**src/logic/wct_pkg.sv**
```systemverilog
package wct_pkg;

    // register indices as printed; byte address is four times the index
    localparam logic [31:0] WCT_IDX_CONTROL   = 32'h008003EB;
    localparam logic [31:0] WCT_IDX_COUNT_HI  = 32'h008003EC;
    localparam logic [31:0] WCT_IDX_COUNT_LO  = 32'h008003EE;
    localparam logic [31:0] WCT_IDX_CAP3_HI   = 32'h008003F0;
    localparam logic [31:0] WCT_IDX_CAP3_LO   = 32'h008003F2;
    localparam logic [31:0] WCT_IDX_CAP2_HI   = 32'h008003F4;
    localparam logic [31:0] WCT_IDX_CAP2_LO   = 32'h008003F6;
    localparam logic [31:0] WCT_IDX_CAP1_HI   = 32'h008003F8;
    localparam logic [31:0] WCT_IDX_CAP1_LO   = 32'h008003FA;
    localparam logic [31:0] WCT_IDX_CAP0_HI   = 32'h008003FC;
    localparam logic [31:0] WCT_IDX_CAP0_LO   = 32'h008003FE;
    localparam logic [31:0] WCT_IDX_STEP      = 32'h00000002;

    // control register fields
    localparam int          WCT_SEL_LSB       = 8;
    localparam int          WCT_ENABLE_BIT    = 15;
    localparam logic [15:0] WCT_CONTROL_RESET = 16'h0000;
    localparam logic [15:0] WCT_CONTROL_MASK  = 16'h8F00;

    // count clock runs at clk divided by this plus one
    localparam logic [0:0]  WCT_DIV_LAST      = 1'h1;

    // axi response codes
    localparam logic [1:0]  WCT_RESP_OKAY     = 2'h0;
    localparam logic [1:0]  WCT_RESP_SLVERR   = 2'h2;

    function automatic logic [31:0] wct_byte_addr(input logic [31:0] idx);
        wct_byte_addr = {idx[29:0], 2'h0};
    endfunction

endpackage

```
**src/logic/wct_wide_capture_timer.sv**
```systemverilog
`timescale 1ns/100ps

// What this block does
// - counter steps at half the clk rate
// - enable bit 15 starts 32-bit up-count
// - enable cleared stops and holds counter
// - four channels share one counter
// - bits 8-11 pick pin or event line
// - source event copies counter into capture
// - counter readable while running, undisturbed
// - counter shown as high and low halves
// - captures are 32-bit, read-only, writes ignored
// - no overflow flag or interrupt
// - pin events request external input interrupt when pin selected
// - write and capture together: capture old value
// - counter and captures undefined after reset
// - capture between high and low writes stores pre-write value
// - counter read returns value present at the last high-half read
module wct_wide_capture_timer
#(
    parameter int CHANNELS = 4
)
(
    input  wire logic                  clk,
    input  wire logic                  sys_rst,
    input  wire logic                  ce,
    input  wire logic [CHANNELS-1:0]   ext_pin_chan,
    input  wire logic [CHANNELS-1:0]   event_bus_line,
    output logic [CHANNELS-1:0]        external_input_interrupt,
    input  wire logic [31:0]           s_axi_awaddr,
    input  wire logic [2:0]            s_axi_awprot,
    input  wire logic                  s_axi_awvalid,
    output logic                       s_axi_awready,
    input  wire logic [31:0]           s_axi_wdata,
    input  wire logic [3:0]            s_axi_wstrb,
    input  wire logic                  s_axi_wvalid,
    output logic                       s_axi_wready,
    output logic [1:0]                 s_axi_bresp,
    output logic                       s_axi_bvalid,
    input  wire logic                  s_axi_bready,
    input  wire logic [31:0]           s_axi_araddr,
    input  wire logic [2:0]            s_axi_arprot,
    input  wire logic                  s_axi_arvalid,
    output logic                       s_axi_arready,
    output logic [31:0]                s_axi_rdata,
    output logic [1:0]                 s_axi_rresp,
    output logic                       s_axi_rvalid,
    input  wire logic                  s_axi_rready
);
    import wct_pkg::*;

    logic [15:0]          control_reg;
    logic [31:0]          counter_reg;
    logic [0:0]           div_reg;
    logic [15:0]          count_hi_stage_reg;
    logic [15:0]          count_lo_snap_reg;
    logic [31:0]          capture_reg [CHANNELS];
    logic [CHANNELS-1:0]  pin_s1_reg;
    logic [CHANNELS-1:0]  pin_s2_reg;
    logic [CHANNELS-1:0]  pin_s3_reg;
    logic [CHANNELS-1:0]  pin_level_reg;
    logic [CHANNELS-1:0]  pin_level_next;
    logic [CHANNELS-1:0]  line_prev_reg;
    logic [CHANNELS-1:0]  pin_event;
    logic [CHANNELS-1:0]  line_event;
    logic [CHANNELS-1:0]  src_event;
    logic [CHANNELS-1:0]  sel_line;
    logic                 count_enable_bit;
    logic                 count_tick;
    logic [31:0]          aw_addr_reg;
    logic                 aw_held_reg;
    logic [31:0]          w_data_reg;
    logic [3:0]           w_strb_reg;
    logic                 w_held_reg;
    logic                 wr_fire;
    logic                 wr_ctrl;
    logic                 wr_hi;
    logic                 wr_lo;
    logic                 wr_cap;
    logic                 ar_fire;
    logic [31:0]          rd_data;
    logic                 rd_hit;
    logic                 rd_is_hi;
    logic [15:0]          wr_ctrl_val;
    logic [15:0]          wr_half_val;

    assign count_enable_bit = control_reg[WCT_ENABLE_BIT];
    assign sel_line         = control_reg[WCT_SEL_LSB +: CHANNELS];

    // count clock is every second clk edge, phase held while stopped
    assign count_tick = count_enable_bit && (div_reg == WCT_DIV_LAST);

    always_ff @(posedge clk)
    begin
        if (sys_rst)
            div_reg <= 1'h0;
        else if (ce && count_enable_bit)
            div_reg <= div_reg + 1'h1;
    end

    // three-stage pin synchroniser; first stage feeds only the second
    always_ff @(posedge clk)
    begin
        if (sys_rst)
        begin
            pin_s1_reg <= '0;
            pin_s2_reg <= '0;
            pin_s3_reg <= '0;
        end
        else if (ce)
        begin
            pin_s1_reg <= ext_pin_chan;
            pin_s2_reg <= pin_s1_reg;
            pin_s3_reg <= pin_s2_reg;
        end
    end

    // a pin change counts only once stages two and three agree
    always_comb
    begin
        pin_level_next = pin_level_reg;
        for (int i = 0; i < CHANNELS; i++)
        begin
            if (pin_s2_reg[i] == pin_s3_reg[i])
                pin_level_next[i] = pin_s3_reg[i];
        end
    end

    always_ff @(posedge clk)
    begin
        if (sys_rst)
        begin
            pin_level_reg <= '0;
            line_prev_reg <= '0;
        end
        else if (ce)
        begin
            pin_level_reg <= pin_level_next;
            line_prev_reg <= event_bus_line;
        end
    end

    // rising edges give one-cycle pulses, so a held level captures once
    assign pin_event  = pin_level_next & ~pin_level_reg;
    assign line_event = event_bus_line & ~line_prev_reg;
    assign src_event  = (sel_line & line_event) | (~sel_line & pin_event);

    // capture takes the counter as it stands before any same-cycle write;
    // no reset, contents are undefined until the first event
    always_ff @(posedge clk)
    begin
        if (ce)
        begin
            for (int i = 0; i < CHANNELS; i++)
            begin
                if (src_event[i])
                    capture_reg[i] <= counter_reg;
            end
        end
    end

    // interrupt request pulse on events taken from a pin
    always_ff @(posedge clk)
    begin
        if (sys_rst)
            external_input_interrupt <= '0;
        else if (ce)
            external_input_interrupt <= pin_event & ~sel_line;
    end

    // axi write address and data are taken independently
    assign s_axi_awready = ce && !aw_held_reg && !s_axi_bvalid;
    assign s_axi_wready  = ce && !w_held_reg && !s_axi_bvalid;
    assign wr_fire       = ce && aw_held_reg && w_held_reg && !s_axi_bvalid;

    always_ff @(posedge clk)
    begin
        if (sys_rst)
        begin
            aw_held_reg <= 1'b0;
            aw_addr_reg <= 32'h00000000;
        end
        else if (ce)
        begin
            if (s_axi_awvalid && s_axi_awready)
            begin
                aw_held_reg <= 1'b1;
                aw_addr_reg <= s_axi_awaddr;
            end
            else if (wr_fire)
                aw_held_reg <= 1'b0;
        end
    end

    always_ff @(posedge clk)
    begin
        if (sys_rst)
        begin
            w_held_reg <= 1'b0;
            w_data_reg <= 32'h00000000;
            w_strb_reg <= 4'h0;
        end
        else if (ce)
        begin
            if (s_axi_wvalid && s_axi_wready)
            begin
                w_held_reg <= 1'b1;
                w_data_reg <= s_axi_wdata;
                w_strb_reg <= s_axi_wstrb;
            end
            else if (wr_fire)
                w_held_reg <= 1'b0;
        end
    end

    // write decode; capture addresses are mapped but take nothing
    assign wr_ctrl = wr_fire && (aw_addr_reg == wct_byte_addr(WCT_IDX_CONTROL));
    assign wr_hi   = wr_fire && (aw_addr_reg == wct_byte_addr(WCT_IDX_COUNT_HI));
    assign wr_lo   = wr_fire && (aw_addr_reg == wct_byte_addr(WCT_IDX_COUNT_LO));

    always_comb
    begin
        wr_cap = 1'b0;
        for (int i = 0; i < CHANNELS; i++)
        begin
            if (aw_addr_reg == wct_byte_addr(WCT_IDX_CAP0_HI - 32'(i) * 2 * WCT_IDX_STEP) ||
                aw_addr_reg == wct_byte_addr(WCT_IDX_CAP0_LO - 32'(i) * 2 * WCT_IDX_STEP))
                wr_cap = 1'b1;
        end
    end

    // byte enables merged into the low halfword
    always_comb
    begin
        wr_ctrl_val = control_reg;
        wr_half_val = counter_reg[15:0];
        if (w_strb_reg[0])
            wr_ctrl_val[7:0] = w_data_reg[7:0];
        if (w_strb_reg[1])
            wr_ctrl_val[15:8] = w_data_reg[15:8];
        wr_ctrl_val = wr_ctrl_val & WCT_CONTROL_MASK;
        if (w_strb_reg[0])
            wr_half_val[7:0] = w_data_reg[7:0];
        if (w_strb_reg[1])
            wr_half_val[15:8] = w_data_reg[15:8];
        if (!w_strb_reg[0])
            wr_half_val[7:0] = wr_lo ? counter_reg[7:0] : count_hi_stage_reg[7:0];
        if (!w_strb_reg[1])
            wr_half_val[15:8] = wr_lo ? counter_reg[15:8] : count_hi_stage_reg[15:8];
    end

    always_ff @(posedge clk)
    begin
        if (sys_rst)
            control_reg <= WCT_CONTROL_RESET;
        else if (ce && wr_ctrl)
            control_reg <= wr_ctrl_val;
    end

    // high half is staged so both halves land in one update
    always_ff @(posedge clk)
    begin
        if (sys_rst)
            count_hi_stage_reg <= 16'h0000;
        else if (ce && wr_hi)
            count_hi_stage_reg <= wr_half_val;
    end

    // counter has no reset and no overflow flag; it just wraps
    always_ff @(posedge clk)
    begin
        if (ce)
        begin
            if (wr_lo)
                counter_reg <= {count_hi_stage_reg, wr_half_val};
            else if (count_tick)
                counter_reg <= counter_reg + 32'h00000001;
        end
    end

    always_ff @(posedge clk)
    begin
        if (sys_rst)
        begin
            s_axi_bvalid <= 1'b0;
            s_axi_bresp  <= WCT_RESP_OKAY;
        end
        else if (ce)
        begin
            if (wr_fire)
            begin
                s_axi_bvalid <= 1'b1;
                // writes to captures are silently dropped with okay
                s_axi_bresp  <= (wr_ctrl || wr_hi || wr_lo || wr_cap) ?
                                WCT_RESP_OKAY : WCT_RESP_SLVERR;
            end
            else if (s_axi_bready)
                s_axi_bvalid <= 1'b0;
        end
    end

    // read path; one read outstanding at a time
    assign s_axi_arready = ce && !s_axi_rvalid;
    assign ar_fire       = s_axi_arvalid && s_axi_arready;
    assign rd_is_hi      = (s_axi_araddr == wct_byte_addr(WCT_IDX_COUNT_HI));

    always_comb
    begin
        rd_data = 32'h00000000;
        rd_hit  = 1'b1;
        if (s_axi_araddr == wct_byte_addr(WCT_IDX_CONTROL))
            rd_data = {16'h0000, control_reg};
        else if (rd_is_hi)
            rd_data = {16'h0000, counter_reg[31:16]};
        else if (s_axi_araddr == wct_byte_addr(WCT_IDX_COUNT_LO))
            rd_data = {16'h0000, count_lo_snap_reg};
        else
        begin
            rd_hit = 1'b0;
            for (int i = 0; i < CHANNELS; i++)
            begin
                if (s_axi_araddr == wct_byte_addr(WCT_IDX_CAP0_HI - 32'(i) * 2 * WCT_IDX_STEP))
                begin
                    rd_data = {16'h0000, capture_reg[i][31:16]};
                    rd_hit  = 1'b1;
                end
                if (s_axi_araddr == wct_byte_addr(WCT_IDX_CAP0_LO - 32'(i) * 2 * WCT_IDX_STEP))
                begin
                    rd_data = {16'h0000, capture_reg[i][15:0]};
                    rd_hit  = 1'b1;
                end
            end
        end
    end

    // reading the high half freezes the low half, so a pair is coherent
    always_ff @(posedge clk)
    begin
        if (sys_rst)
            count_lo_snap_reg <= 16'h0000;
        else if (ce && ar_fire && rd_is_hi)
            count_lo_snap_reg <= counter_reg[15:0];
    end

    always_ff @(posedge clk)
    begin
        if (sys_rst)
        begin
            s_axi_rvalid <= 1'b0;
            s_axi_rdata  <= 32'h00000000;
            s_axi_rresp  <= WCT_RESP_OKAY;
        end
        else if (ce)
        begin
            if (ar_fire)
            begin
                s_axi_rvalid <= 1'b1;
                s_axi_rdata  <= rd_data;
                s_axi_rresp  <= rd_hit ? WCT_RESP_OKAY : WCT_RESP_SLVERR;
            end
            else if (s_axi_rready)
                s_axi_rvalid <= 1'b0;
        end
    end

endmodule

```
**config.mk**
```make
export PLATFORM = sky130hd
export DESIGN_NAME = wct_wide_capture_timer
export DESIGN_NICKNAME = d
export VERILOG_FILES = /design/src/logic/wct_pkg.sv /design/src/logic/wct_wide_capture_timer.sv
export SDC_FILE = /design/constraint.sdc
export NUM_CORES = 1
export LEC_CHECK = 0
export BUFFER_PORTS_ARGS = -buffer_cell sky130_fd_sc_hd__clkbuf_2
export CORE_UTILIZATION = 30
export CTS_BUF_LIST = sky130_fd_sc_hd__clkbuf_8
export DETAILED_ROUTE_END_ITERATION = 10
export GPL_TIMING_DRIVEN = 0
export HOLD_SLACK_MARGIN = 0.02
export PLACE_DENSITY_LB_ADDON = 0.12
export RECOVER_POWER = 25
export SLEW_MARGIN = 0
export SYNTH_ARGS = -nofsm -noshare
export SYNTH_HDL_FRONTEND = slang
export SYNTH_SLANG_ARGS = --single-unit
export TNS_END_PERCENT = 10
```
**constraint.sdc**
```tcl
create_clock -name clk -period 4.9 [get_ports clk]
set_input_delay 0.98 -clock clk [delete_from_list [all_inputs] [get_ports clk]]
set_output_delay 0.98 -clock clk [all_outputs]
set_load 0.03 [all_outputs]
```
==> impl_metrics.json <==
{
  "worst_setup_path_end_kind": "flip-flop",
  "setup_tns_ps": 0,
  "cts_tree": "yes",
  "clk_pin_slew_ps": 70,
  "synth_cells": 1248,
  "seqPwrFrac_pct": 51.5,
  "io_buffers": 117,
  "violations": "DRC",
  "cts_buffers": 53,
  "syn_area_per_cell_um2": 10.5,
  "synth_seq_cells": 294,
  "intPower_uw": 3850,
  "yosysUniqueCellTypes": 83,
  "grtUsageTotal_pct": 19.0,
  "utilization_pct": 36.2,
  "worstPathMaxFanout": 9,
  "critPathArrivalTime_ps": 3770,
  "yosys_most_used_dff": "edfxtp_1",
  "critical-path-max-stage-delay_ps": 730,
  "postCtsHoldBufs": 0,
  "largest_reg_flops": 128,
  "worstMarginPinSlew_ps": 1110,
  "dr.pass1.iters": 8,
  "fp.dieH_um": 211,
  "synth_seq_area_share_pct": 57.4,
  "slowest_stage": "nor3_2",
  "outcome": "finished with violations",
  "grt-ovfl-total": 0,
  "ios": 167,
  "setup_violations": 0,
  "cts_max_level": 2,
  "wl_um": 41400,
  "cp_cell_sequence": "clkbuf_2, nor3_2, nand2_1, nor4_1, a2111oi_0, o311ai_1, a221oi_1",
  "finalHoldViolCount": 0,
  "post_cts_buffers": 0,
  "layout_setup_ws_ps": 1600,
  "drive_gt1_share_pct": 19.0,
  "wl_per_cell_um": 20.0,
  "timing.hold.ws_ps": 453,
  "min_path_type": "reg -> reg",
  "dp_slack_ps": 1030,
  "post-route-period-util_pct": 67.2,
  "grt_pass1_vias": 10300,
  "drt-initial-drc-count": 633,
  "dieArea_um2": 44400,
  "dp_hpwl_um": 29300,
  "drc": 1,
  "cp.required_ps": 5370,
  "place_area_um2": 14500,
  "synth_area_um2": 13100,
  "start_kind": "input port",
  "nNetsFinal": 1564,
  "grt_pass1_wl_um": 62900,
  "clock-sinks": 294,
  "routed_via_density": 4.94,
  "ctsRootBufferMaster": "clkbuf_8",
  "yosys_warnings": 0,
  "ant_nets": 0,
  "path_delay_family": "simple AND/OR/NAND/NOR gates",
  "critPathBufInv": 1,
  "antenna_found_initial": 0,
  "fin_crit_ps": 3300,
  "synth_edf_count": 160,
  "diodes": 0,
  "post_cts_resize_count": 0,
  "gp_congestion": 0.850,
  "power_density_nw_per_um2": 328,
  "fin_area_um2": 15500,
  "maxCapViolCount": 0,
  "grt_max_degree": 33,
  "clockBufferDepth": 3,
  "core-area_um2": 43000,
  "leakage_uw": 0.00593,
  "rsz0062_at_grt": "false",
  "worst-setup-path-type": "in -> reg",
  "async_flop_share_pct": 0,
  "slew_headroom_pct": 25.5,
  "synth_top_area_share_pct": 36.8,
  "peakVddDrop_mv": 0.173,
  "num_vias": 10200,
  "clkPwrFrac_pct": 43.3,
  "rows": 76,
  "clk_latency_ps": 630,
  "start_util_pct": 30.4,
  "final_max_slew_viol_count": 0,
  "p_sw_uw": 1240,
  "max_freq_mhz": 303,
  "syn_to_final_growth_pct": 19.1,
  "skew_ps": 37.3,
  "swShare_pct": 24.4,
  "fp.dieW_um": 211,
  "yosysTopAreaCell": "edfxtp_1",
  "combPwrFrac_pct": 5.3,
  "ys_top_cells_by_area": "edfxtp_1, dfxtp_1, nand2_1, a21oi_1, mux2i_1"
}
==> area by class of cell <==
| cell class | instances | area (um^2) |
|---|---|---|
| buffer | 90 | 439 |
| clock buffer | 63 | 867 |
| tap | 585 | 732 |
| sequential | 294 | 7490 |
| multi-input combinational | 865 | 5160 |
| inverter | 16 | 60.1 |
| fill | 4442 | 27400 |
| timing repair buffer | 121 | 663 |
| clock inverter | 35 | 141 |
==> cell families (layout without fill, tap and decap cells) <==
| group | count (synthesis) | in the layout | share of synthesized area, % |
|---|---|---|---|
| compound gates | 271 | 271 | 13.4 |
| xor+xnor | 17 | 17 | 1.14 |
| fa+ha+maj | 1 | 1 | 0.0958 |
| buf+inv | 106 | 325 | 3.82 |
| flops | 294 | 294 | 57.4 |
| mux | 56 | 56 | 4.46 |
| other cells | 1 | 18 | 0.0287 |
| simple gates | 502 | 502 | 19.7 |
==> Yosys cell counts, drive strengths merged (12+ instances only) <==
| cell | number |
|---|---|
| nand3 | 32 |
| nand2 | 208 |
| o22ai | 18 |
| inv | 16 |
| nor4 | 21 |
| o21a | 12 |
| dfxtp | 134 |
| edfxtp | 160 |
| nor3 | 30 |
| nand4 | 28 |
| buf | 44 |
| a21oi | 125 |
| clkbuf | 46 |
| nor2 | 110 |
| a211oi | 12 |
| o21ai | 26 |
| mux2i | 48 |
| nor2b | 14 |
==> power by group through the flow <==
stage | sequential [uW] | clock [uW] | combinational, uW
floorplan | 2670 | 0 | 162
detailed placement | 2680 | 0 | 272
global route | 2630 | 2400 | 296
CTS | 2620 | 2280 | 272
finish | 2620 | 2210 | 268
global placement | 2670 | 0 | 270
==> placed cells by master, fill, tap and decap left out, types with 14 or more instances in the layout <==
cell type / netlist / routed
o22ai_1: 18 / 18
nand3_1: 29 / 29
nand2_1: 207 / 203
edfxtp_1: 160 / 160
clkbuf_1: 44 / 44
conb_1: 1 / 18
inv_1: 16 / 37
a21oi_1: 125 / 125
clkbuf_2: 2 / 119
nand4_1: 23 / 23
mux2i_1: 48 / 48
clkbuf_8: 0 / 63
nor2b_1: 14 / 14
nor2_1: 110 / 110
buf_4: 20 / 20
buf_2: 19 / 19
nor3_1: 28 / 28
o21ai_0: 21 / 21
dfxtp_1: 134 / 134
==> routing by layer <==
metal	GRT usage [%]	part of all wire, %	vias to the layer above
met5	0	0	-
met2	30.5	46	320
met3	3.80	6.1	69
li1	-	-	4950
met1	25.3	46	4881
met4	6.87	2.5	0
==> path summary, 6_finish.rpt <==
check | from | to | slack, ps | cells after the start
min reg2reg | s_axi_rdata[13] | s_axi_rdata[13] | 450 | 2
min | s_axi_rdata[13] | s_axi_rdata[13] | 450 | 2
max reg2reg | aw_addr_reg[31] | counter_reg[18] | 1900 | 5
max | s_axi_araddr[1] | s_axi_rdata[14] | 1600 | 7
==> metrics by stage <==
step	power (uW)	std cells
6_report	5100	2069
2_1_floorplan	2830	1265
3_3_place_gp	2940	1967
5_1_grt	5320	2069
4_1_cts	5180	2069
3_5_place_dp	2950	1971
==> worst min-delay path, stage by stage (launching register included) <==
cell	delay (ps)
dfxtp_1	310
nand2_1	50
o21ai_1	50
Power figures use the tool's default switching activity.
